==> config.mk <==
export PLATFORM = sky130hd
export DESIGN_NAME = driver_spi_control_status_map
export DESIGN_NICKNAME = d
export VERILOG_FILES = /design/src/rtl/pin_sync.v /design/src/rtl/driver_spi_control_status_map.v
export VERILOG_INCLUDE_DIRS = /design/src /design/src/inc
export SDC_FILE = /design/constraint.sdc
export NUM_CORES = 1
export LEC_CHECK = 0
export ABC_AREA = 1
export BUFFER_PORTS_ARGS = -buffer_cell sky130_fd_sc_hd__buf_2
export CORE_MARGIN = 3
export CORE_UTILIZATION = 46
export DETAILED_ROUTE_END_ITERATION = 8
export PLACE_DENSITY = 0.66
export SLEW_MARGIN = 20
export SYNTH_ARGS = -nofsm -noshare
export SYNTH_HDL_FRONTEND = slang
export SYNTH_SLANG_ARGS = --single-unit
==> constraint.sdc <==
create_clock -name clk_sys -period 9.16 [get_ports clk_sys]
set_clock_uncertainty 0.1 [all_clocks]
set_input_delay 2.748 -clock clk_sys [delete_from_list [all_inputs] [get_ports clk_sys]]
set_output_delay 2.748 -clock clk_sys [all_outputs]
set_load 0.05 [all_outputs]
==> src/inc/driver_spi_consts.vh <==
/*
  Field positions, reset values and timing counts for the load driver's serial
  control and status map. Included by the driver map only; the pin synchroniser does not use it.
*/
`ifndef DRIVER_SPI_CONSTS_VH
`define DRIVER_SPI_CONSTS_VH

// Frame
`define FRAME_BITS          16
`define FRAME_CNT_W         5
`define BIT_REG_SELECT      0
`define BIT_STATUS_ONE      15

// Drive command register (select = 0)
`define BIT_DRIVE_LO        1
`define BIT_SUPPLY_RECOV_DIS 12
`define BIT_DUTY_SELECT     13
`define BIT_OPEN_LOAD_DIS   14
`define BIT_STATUS_CLEAR    15

// Option config register (select = 1), one bit per output number 1..5
`define BIT_PWM_EN_LO       1
`define BIT_OC_RECOV_LO     6
`define OPTION_USED_MSB     10

// Supply and thermal status register
`define BIT_OVER_VOLT       14
`define BIT_UNDER_VOLT      13
`define BIT_THERMAL_SD      12
`define BIT_THERMAL_WARN    11

// Reset values
`define DRIVE_CMD_RESET     16'h0000
`define OPTION_CFG_RESET    16'h0000

// Over-current recovery timing
`define CLK_PERIOD_NS       8
`define RECOV_PERIOD_NS     100000
`define DUTY_LOW_PCT        12
`define DUTY_HIGH_PCT       25

`endif

==> src/rtl/pin_sync.v <==
/*
  Two-stage synchroniser for a bundle of asynchronous pin levels.
  Assumes each bit is an independent level; no word coherence is given.
*/
`default_nettype none

module pin_sync #(
   parameter WIDTH = 1
) (
   // Clock and reset
   input  wire             clk_sys,
   input  wire             sys_rst,
   // Levels
   input  wire [WIDTH-1:0] async_in,
   output reg  [WIDTH-1:0] sync_out
);

   reg [WIDTH-1:0] meta_reg;

   // First stage feeds only the second stage
   always @(posedge clk_sys or posedge sys_rst) begin
      if (sys_rst) begin
         meta_reg <= {WIDTH{1'b0}};
         sync_out <= {WIDTH{1'b0}};
      end else begin
         meta_reg <= async_in;
         sync_out <= meta_reg;
      end
   end

endmodule

`default_nettype wire

==> src/rtl/driver_spi_control_status_map.v <==
/*
  Serial control and status map of a multi-output load driver: frame receiver
  and status shifter, command registers, fault flags and output gating.
  Assumes the serial pins, PWM pin and analog fault detectors are asynchronous
  levels; the serial clock is sampled by clk_sys, so it must be well below it.
*/
`default_nettype none
`include "driver_spi_consts.vh"

module driver_spi_control_status_map #(
   parameter NUM_OUT      = 8,
   parameter RECOV_CYCLES = `RECOV_PERIOD_NS / `CLK_PERIOD_NS
) (
   // Clock and reset
   input  wire               clk_sys,
   input  wire               sys_rst,
   // Serial link
   input  wire               serial_clk_pin,
   input  wire               chip_select_low,
   input  wire               serial_in_pin,
   output reg                serial_out_data,
   output reg                serial_out_en,
   // PWM gate
   input  wire               pwm_pin,
   // Analog fault detectors
   input  wire [NUM_OUT-1:0] over_current_in,
   input  wire               over_volt_in,
   input  wire               under_volt_in,
   input  wire               thermal_sd_in,
   input  wire               thermal_warn_in,
   // Driver gates: a_low, a_high, b_low, b_high, c_low, c_high, d, e
   output reg  [NUM_OUT-1:0] drive_on
);

   localparam SYNC_W  = NUM_OUT + 8;
   localparam RC_W    = 32;
   localparam [RC_W-1:0] ON_LOW  = (RECOV_CYCLES * `DUTY_LOW_PCT) / 100;
   localparam [RC_W-1:0] ON_HIGH = (RECOV_CYCLES * `DUTY_HIGH_PCT) / 100;
   localparam [RC_W-1:0] RC_LAST = RECOV_CYCLES - 1;

   // Output index to output number minus one (half bridges share a number)
   function [2:0] out_number;
      input integer idx;
      begin
         if (idx < 6) begin
            out_number = idx[3:1];
         end else begin
            out_number = idx[2:0] - 3'd3;
         end
      end
   endfunction

   wire [SYNC_W-1:0] sync_w;
   wire              sclk_s;
   wire              csn_s;
   wire              din_s;
   wire              pwm_s;
   wire              ov_s;
   wire              uv_s;
   wire              tsd_s;
   wire              tw_s;
   wire [NUM_OUT-1:0] oc_s;

   pin_sync #(
      .WIDTH    (SYNC_W)
   ) u_sync (
      .clk_sys  (clk_sys),
      .sys_rst  (sys_rst),
      .async_in ({over_current_in, thermal_warn_in, thermal_sd_in, under_volt_in,
                  over_volt_in, pwm_pin, serial_in_pin, ~chip_select_low,
                  serial_clk_pin}),
      .sync_out (sync_w)
   );

   assign sclk_s = sync_w[0];
   // Select travels inverted so the zero reset of the synchroniser reads as idle
   assign csn_s  = ~sync_w[1];
   assign din_s  = sync_w[2];
   assign pwm_s  = sync_w[3];
   assign ov_s   = sync_w[4];
   assign uv_s   = sync_w[5];
   assign tsd_s  = sync_w[6];
   assign tw_s   = sync_w[7];
   assign oc_s   = sync_w[SYNC_W-1:8];

   reg [15:0]               drive_cmd_reg;
   reg [15:0]               option_cfg_reg;
   reg [NUM_OUT-1:0]        oc_flag_reg;
   reg                      ov_flag_reg;
   reg                      uv_flag_reg;
   reg                      tsd_flag_reg;
   reg                      tw_flag_reg;
   reg                      sclk_prev_reg;
   reg                      csn_prev_reg;
   reg [15:0]               rx_shift_reg;
   reg [15:0]               tx_snap_reg;
   reg [`FRAME_CNT_W-1:0]   bit_cnt_reg;
   reg                      status_clr_reg;
   reg [RC_W-1:0]           recov_cnt_reg;

   wire sclk_rise = sclk_s & ~sclk_prev_reg;
   wire sclk_fall = ~sclk_s & sclk_prev_reg;
   wire cs_fall   = ~csn_s & csn_prev_reg;
   wire cs_rise   = csn_s & ~csn_prev_reg;

   // Status words; open-load flags are not implemented and read as zero
   wire [15:0] fault_status;
   wire [15:0] supply_thermal_status;
   wire        any_fault;

   // Bit 14 of drive command masks open-load flags; with none held it has no effect
   assign any_fault = (|oc_flag_reg) | ov_flag_reg | uv_flag_reg | tsd_flag_reg
                      | tw_flag_reg;
   assign fault_status = {1'b1, 6'h00, oc_flag_reg, ~any_fault};
   assign supply_thermal_status = {1'b1, ov_flag_reg, uv_flag_reg, tsd_flag_reg,
                                   tw_flag_reg, 11'h000};

   // Serial frame engine: data in on rising, data out on falling, LSB first
   always @(posedge clk_sys or posedge sys_rst) begin
      if (sys_rst) begin
         sclk_prev_reg   <= 1'b0;
         csn_prev_reg    <= 1'b1;
         rx_shift_reg    <= 16'h0000;
         tx_snap_reg     <= 16'h0000;
         bit_cnt_reg     <= {`FRAME_CNT_W{1'b0}};
         drive_cmd_reg   <= `DRIVE_CMD_RESET;
         option_cfg_reg  <= `OPTION_CFG_RESET;
         status_clr_reg  <= 1'b0;
         serial_out_data <= 1'b0;
         serial_out_en   <= 1'b0;
      end else begin
         sclk_prev_reg  <= sclk_s;
         csn_prev_reg   <= csn_s;
         status_clr_reg <= 1'b0;
         serial_out_en  <= ~csn_s;
         if (cs_fall) begin
            bit_cnt_reg     <= {`FRAME_CNT_W{1'b0}};
            serial_out_data <= fault_status[0];
         end else if (!csn_s) begin
            if (sclk_rise) begin
               rx_shift_reg <= {din_s, rx_shift_reg[15:1]};
               if (bit_cnt_reg != {`FRAME_CNT_W{1'b1}}) begin
                  bit_cnt_reg <= bit_cnt_reg + 1'b1;
               end
               if (bit_cnt_reg == {`FRAME_CNT_W{1'b0}}) begin
                  // First bit picks the status word shifted back this frame
                  tx_snap_reg <= din_s ? supply_thermal_status : fault_status;
               end
            end else if (sclk_fall && bit_cnt_reg < `FRAME_BITS) begin
               serial_out_data <= tx_snap_reg[bit_cnt_reg[3:0]];
            end
         end
         // Short or long frames are dropped whole
         if (cs_rise && bit_cnt_reg == `FRAME_BITS) begin
            if (rx_shift_reg[`BIT_REG_SELECT]) begin
               option_cfg_reg <= {5'h00, rx_shift_reg[`OPTION_USED_MSB:1], 1'b0};
            end else begin
               drive_cmd_reg  <= {rx_shift_reg[15:1], 1'b0};
               status_clr_reg <= rx_shift_reg[`BIT_STATUS_CLEAR];
            end
         end
      end
   end

   // Sticky fault flags; a new event in the clearing cycle keeps its flag
   always @(posedge clk_sys or posedge sys_rst) begin
      if (sys_rst) begin
         oc_flag_reg  <= {NUM_OUT{1'b0}};
         ov_flag_reg  <= 1'b0;
         uv_flag_reg  <= 1'b0;
         tsd_flag_reg <= 1'b0;
         tw_flag_reg  <= 1'b0;
      end else begin
         oc_flag_reg  <= (oc_flag_reg & ~{NUM_OUT{status_clr_reg}}) | oc_s;
         ov_flag_reg  <= (ov_flag_reg & ~status_clr_reg) | ov_s;
         uv_flag_reg  <= (uv_flag_reg & ~status_clr_reg) | uv_s;
         tsd_flag_reg <= (tsd_flag_reg & ~status_clr_reg) | tsd_s;
         tw_flag_reg  <= (tw_flag_reg & ~status_clr_reg) | tw_s;
      end
   end

   // Free-running recovery period shared by all outputs
   always @(posedge clk_sys or posedge sys_rst) begin
      if (sys_rst) begin
         recov_cnt_reg <= {RC_W{1'b0}};
      end else if (recov_cnt_reg >= RC_LAST) begin
         recov_cnt_reg <= {RC_W{1'b0}};
      end else begin
         recov_cnt_reg <= recov_cnt_reg + 1'b1;
      end
   end

   wire recov_phase_on;
   wire supply_block;
   wire global_block;

   assign recov_phase_on = recov_cnt_reg <
      (drive_cmd_reg[`BIT_DUTY_SELECT] ? ON_HIGH : ON_LOW);
   // Live supply fault always blocks; the latched flag blocks only if auto resume is off
   assign supply_block = ov_s | uv_s |
      (drive_cmd_reg[`BIT_SUPPLY_RECOV_DIS] & (ov_flag_reg | uv_flag_reg));
   assign global_block = supply_block | tsd_flag_reg;

   reg [NUM_OUT-1:0] drive_next;
   wire [NUM_OUT-1:0] request;
   wire [2:0]         conflict;

   assign request = drive_cmd_reg[`BIT_DRIVE_LO +: NUM_OUT];

   genvar g;
   generate
      for (g = 0; g < 3; g = g + 1) begin : g_bridge
         assign conflict[g] = request[2*g] & request[2*g+1];
      end
   endgenerate

   integer i;
   always @* begin
      drive_next = {NUM_OUT{1'b0}};
      for (i = 0; i < NUM_OUT; i = i + 1) begin
         drive_next[i] = request[i]
            & (~option_cfg_reg[`BIT_PWM_EN_LO + out_number(i)] | pwm_s)
            & (~oc_flag_reg[i]
               | (option_cfg_reg[`BIT_OC_RECOV_LO + out_number(i)]
                  & recov_phase_on & ~oc_s[i]))
            & ~global_block;
         if (i < 6 && conflict[i/2]) begin
            drive_next[i] = 1'b0;
         end
      end
   end

   // Warning flag deliberately absent from gating
   always @(posedge clk_sys or posedge sys_rst) begin
      if (sys_rst) begin
         drive_on <= {NUM_OUT{1'b0}};
      end else begin
         drive_on <= drive_next;
      end
   end

endmodule

`default_nettype wire

==> metrics.txt, run 1 <==
top cell family by delay on the critical path=flip-flops; status=finished, final reports clean; Crit path depth=1; dpl hpwl=6820 um; total grt overflow=0; Via density=a little over 5; post-synthesis sequential area ratio=0.651; area grow syn2layout=17.8%; cts bufs inserted=17; Initial Utilization=0.477; Port Buffers=27; R2R setup slack=roughly 6.7 ns; Final WS setup=~5.3 ns; Hold Buf Count CTS=0; count leader, synth=dfrtp_1; num ports=28; sw frac=0.215; clk slew on worst S/H paths=~0.060 ns; Overall Global Routing Usage=0.171; floorplan row count=39; Root Driver=clkbuf_16; cts repair resizes=0; number of flip-flops in the largest register=32; Crit. End Element=primary output; share of cells above drive strength 1=0.124; CTS tree=yes; Synth area leaders=dfrtp_1 (65%), nand2_1 (6.1%), o21ai_0 (5.0%), inv_1 (4.6%), nor2_1 (3.5%); CP Cell Sequence=buf_2; top-area cell type share of the netlist area=0.646; worst skew pair latency=~0.42 ns; VDD IR max=roughly 0.23 mV; Primary FF master, synth=dfrtp_1; gpl congestion=0.812; largest net degree at the start of global routing=75; clk buf depth=2; Yosys reg bits=between 100 and 150; min Tclk post-route=slightly below 4 ns; Setup Total Neg Slack=0 ns; Peak Freq=roughly 260 MHz; Final Hold Vio Count=0; post-CTS setup buffer count=0; FF-to-FF End=tx_snap_reg[0]; met2 usage=0.247; first-pass GRT wire length=roughly 18000 um; pwr/cell area=~230 nW/um^2; Commonest cells post-synth=dfrtp_1 (143), nand2_1 (90), inv_1 (68), o21ai_0 (55), nor2_1 (52); number of synthesized flops with an enable pin=0; DRC=0; vias in the first global route=~3.7k; Psw=between 300 and 400 uW; die footprint=about 13000 um^2; antenna violations before repair=0; Core Util, Final=0.562; Pleak=just over 0.003 uW; combinational share of power=0.043; synthesized area per cell=10.2 um^2; Req. time, crit path=6.31 ns; Worst Path Buf+Inv=1; core region area=between 10000 and 15000 um^2; Final period util=0.422; hold depth=0; Worst slew margin=0.286; critical path class=register to primary output; Syn Inst Count=between 500 and 600; Worst R2R Start=u_sync.sync_out[0]; H-tree depth=4; pre-CTS WS=4.79 ns; Startpoint Class=register; RSZ-0062 raised after global routing=no; Pins Over Slew Limit=0; Max FO, Critical Path=2; Hold Startpoint=u_sync.meta_reg[10]; layout net count=621; worst hold path class=register to register; Synth area leader=dfrtp_1; vias after detailed routing=3812; M1 GR Usage=0.238; Final Setup Violations=0; Die Y=about 120 um; share of power burned in the clock network=0.500; synthesized cell area=5540 um^2; DR WL/cell=between 10 and 15 um; grt peak-use layer=met2; slowest stage delay, CP=around 0.34 ns; register share of total power=0.457; R2R cell count=6; Worst-Margin Slew=~1.1 ns; Pre-antenna DRT Iters=5; critical path's slowest cell=dfrtp_1; initial DRC count=~260; total power draw=between 1500 and 2000 uW; Int Pwr=around 1200 uW; Yosys warnings=0; Sink Count=between 100 and 150; met3 Use GR=0.0512; routed wire length=about 10000 um; synth unique cells=36; Die X=between 100 and 150 um; Routed Antenna Nets=0; Max Cap Viol=0; fill count=987; Antenna Diode Count=0; hold endpoint=u_sync.sync_out[10]; FFs w/ async S/R, synth=1.00; CP arrival=between 1 and 1.5 ns
power by group through the flow:
stage / registers (uW) / logic, uW / clock network [uW]
3_3_place_gp: 698 / 63.7 / 0
6_report: 689 / 64.4 / 753
3_5_place_dp: 699 / 65.2 / 0
2_1_floorplan: 696 / 48.4 / 0
4_1_cts: 688 / 65.7 / 767
5_1_grt: 692 / 75.8 / 796
area by class of cell:
type | count | area (um^2) | area share
clock buffers | 19 | 443 | 0.0678
clock inverters | 12 | 209 | 0.0320
inverters | 71 | 272 | 0.0416
multi-input cells | 331 | 1680 | 0.257
flip-flops and latches | 144 | 3600 | 0.552
well taps | 143 | 179 | 0.0274
repair buffers | 28 | 143 | 0.0218
per-stage QoR:
step,hold WS [ns],cells,cell area [um^2]
6_report,0.243,748,6530
5_1_grt,0.246,748,6530
4_1_cts,0.245,748,6530
3_5_place_dp,0.235,717,5880
3_3_place_gp,0.232,717,5880
2_1_floorplan,0.231,558,5600
how the worst max path moves through the flow:
stage / slack (ns) / endpoint / start
2_1_floorplan: 2.45 / bit_cnt_reg[0] / sys_rst
3_3_place_gp: 4.82 / u_sync.meta_reg[6] / sys_rst
3_5_place_dp: 4.79 / u_sync.meta_reg[7] / sys_rst
4_1_cts: 5.24 / oc_flag_reg[5] / sys_rst
5_1_grt: 5.07 / oc_flag_reg[4] / sys_rst
6_report: 5.30 / serial_out_data / serial_out_data
cells by family (layout without fill, tap and decap cells):
group / count (synthesis) / in the layout / share of synthesized area
and+or+nand+nor: 205 / 205 / 0.166
DFF: 144 / 144 / 0.651
AOI/OAI and AO/OA: 92 / 92 / 0.0933
buffers and inverters: 83 / 130 / 0.0578
adders and majority gates: 10 / 10 / 0.0226
xor gates and xnor gates: 6 / 6 / 0.00949
other: 1 / 18 / 0.000677
per-layer routing:
layer / vias to the layer above / wire length [um] / part of all wire
met5: - / 0 / 0
met3: 20 / 615 / 0.059
met1: 1830 / 4860 / 0.47
met4: 0 / 251 / 0.024
li1: 1840 / - / -
met2: 122 / 4680 / 0.45
placed cells by master (no fill, tap or decap), types with 5 or more instances in the layout:
cell	count
dfrtp_1	143
nand2_1	90
inv_1	67
o21ai_0	55
nor2_1	52
nand3_1	27
buf_2	27
conb_1	18
clkbuf_16	17
nand4_1	15
o31ai_1	14
a21oi_1	13
ha_1	10
xor2_1	6
bufinv_16	5
Note: power is estimated with default switching activity, not from simulation.
==> run 2, diff against run 1 <==
- PLACE_DENSITY: 0.66 -> 0.68
- clock period: 9.16 -> 3.46 ns (I/O delays scaled with it)
==> run 2 against run 1 <==
Net effect:
- routed wire length is 1.3% lower
- cell count is 0.27% higher
- global-route usage is 0.14 points lower
- critical path depth is 5 higher
- worst hold slack worse by 0.00085 ns
- largest power group is now registers
- clock power is 140% higher
- utilization is 0.44 points lower
- clock-buffer cell count is 3 higher
- register-to-register slack worse by 5.5 ns
- first-iteration DRC count is 15% lower
- final area is 0.79% lower
- die area stayed put
==> metrics.txt, run 2 (synthesis results as in run 1) <==
status=finished, final reports clean (unchanged); share of power burned in the clock network=0.473 (was 0.500); register share of total power=0.481 (was 0.457); post-CTS setup buffer count=0 (unchanged); floorplan row count=39 (unchanged); min Tclk post-route=2.24 ns; Antenna Diode Count=0 (unchanged); combinational share of power=0.046 (was 0.043); Port Buffers=27 (unchanged); layout net count=622 (was 621); Die Y=116 um (unchanged); fill count=1001 (was 987); most common cell after layout, fill and taps aside=dfrtp_1 (unchanged); worst hold path class=register to register (unchanged); Max Cap Viol=0 (unchanged); total grt overflow=0 (unchanged); Final period util=0.647; antenna violations before repair=0 (unchanged); die footprint=13400 um^2 (unchanged); core region area=11600 um^2 (unchanged); dpl hpwl=6970 um (was 6820 um); first-pass GRT wire length=17500 um (was 17600 um); CTS tree=yes (unchanged); cts repair resizes=0 (unchanged); Int Pwr=2960 uW (was 1180 uW); Worst slew margin=0.472 (was 0.286); RSZ-0062 raised after global routing=no (unchanged); Post-DP Area=5900 um^2 (was 5880 um^2); largest net degree at the start of global routing=145 (was 75); Initial Utilization=0.477 (unchanged); Pins Over Slew Limit=0 (unchanged); Hold WS=0.242 ns (was 0.243 ns); Routed Antenna Nets=0 (unchanged); Setup Total Neg Slack=0 ns (unchanged); Crit. End Element=register (was primary output); DRC=0 (unchanged); Pleak=0.00303 uW (was 0.00305 uW); critical path class=register to register (was register to primary output); Overall Global Routing Usage=0.170 (was 0.171); most frequent cells in the layout=dfrtp_1 (143), nand2_1 (90), inv_1 (67) (unchanged); H-tree depth=4 (unchanged); Die X=116 um (unchanged); number of flip-flops in the largest register=32 (unchanged); DR WL/cell=13.7 um (was 13.9 um); share of cells above drive strength 1=0.120 (was 0.124); Pre-antenna DRT Iters=4 (was 5); Via density=5.00 (was 5.10); Psw=825 uW (was 323 uW); Startpoint Class=register (unchanged); clk buf depth=2 (unchanged); Hold Buf Count CTS=0 (unchanged); CP arrival=2.45 ns (was 1.02 ns); Final Setup Violations=0 (unchanged); clk slew on worst S/H paths=0.06 ns (about the same); Final Hold Vio Count=0 (unchanged); Root Driver=clkbuf_16 (unchanged); pwr/cell area=585 nW/um^2 (was 231 nW/um^2); num ports=28 (unchanged); vias after detailed routing=3751 (was 3812); area grow syn2layout=16.9% (was 17.8%); Max FO, Critical Path=21 (was 2); cts bufs inserted=17 (unchanged); Design Area, Final=6480 um^2 (was 6530 um^2); gpl congestion=0.842 (was 0.812); Sink Count=144 (unchanged); vias in the first global route=3702 (was 3671); initial DRC count=223 (was 263); routed wire length=10300 um (was 10400 um); Peak Freq=about 450 MHz; VDD IR max=0.514 mV (was 0.227 mV); Worst-Margin Slew=0.785 ns (was 1.07 ns); sw frac=0.218 (was 0.215); Req. time, crit path=3.67 ns (was 6.31 ns); worst skew pair latency=0.42 ns (about the same)
[run 2: cell count changes in the layout (fill, tap and decap cells not counted), sizes merged]
cell,before,now
clkbuf,19,22
clkinv,3,6
bufinv,5,3
inv,71,69
buf,28,29
clkinvlp,4,3
[run 2: final cells by class]
cell class	instances	area (um^2)	share of cell area
clock buffer	22	444	0.0686
clock inverter	10	138	0.0212
inverter	71	270	0.0417
multi-input combinational	331	1680	0.259
sequential	144	3600	0.557
tap	143	179	0.0276
timing repair buffer	29	163	0.0251
[run 2: path summary, 6_finish.rpt]
path                       depth (start not counted)  slack [ns]                from            endpoint
max in group asynchronous                          3        1.96             sys_rst    rx_shift_reg[15]
hold reg to reg                                    0        0.24  u_sync.meta_reg[5]  u_sync.sync_out[5]
hold / removal                                     0        0.24  u_sync.meta_reg[5]  u_sync.sync_out[5]
setup / recovery                                   6        1.22      bit_cnt_reg[0]    drive_cmd_reg[4]
setup reg to reg                                   6        1.22      bit_cnt_reg[0]    drive_cmd_reg[4]
min in group asynchronous                          3        0.72             sys_rst   recov_cnt_reg[27]
[run 2: metrics by stage]
step                      std cells  total power, uW   util  setup slack, ns
after floorplan                 558             1970      -            0.518
after global placement          718             2020  0.508             1.27
after detailed placement        718             2030  0.508             1.22
after CTS                       750             3820  0.558             1.20
after global routing            750             3940  0.558            0.997
final                           750             3790  0.558             1.22
[run 2: power by group through the flow]
| stage | combinational, uW | sequential, uW | clock, uW |
|---|---|---|---|
| global placement | 172 | 1850 | 0 |
| detailed placement | 176 | 1850 | 0 |
| global route | 203 | 1830 | 1900 |
| floorplan | 129 | 1840 | 0 |
| finish | 174 | 1820 | 1790 |
| CTS | 177 | 1820 | 1820 |
[run 2: critical path, cell delays in order (launching register included)]
cell      delay [ns]
dfrtp_1         0.49
clkinv_1        0.20
ha_1            0.17
nand3_1         0.11
nor4_2          0.25
nand2_1         0.48
o21ai_0         0.34
[run 2: per-layer routing]
layer  vias to the layer above  part of all wire  GRT usage
met3                        16             0.044     0.0564
met2                        75              0.48      0.267
li1                       1849                 -          -
met5                         -                 0          0
met4                         0             0.030     0.0797
met1                      1811              0.45      0.215
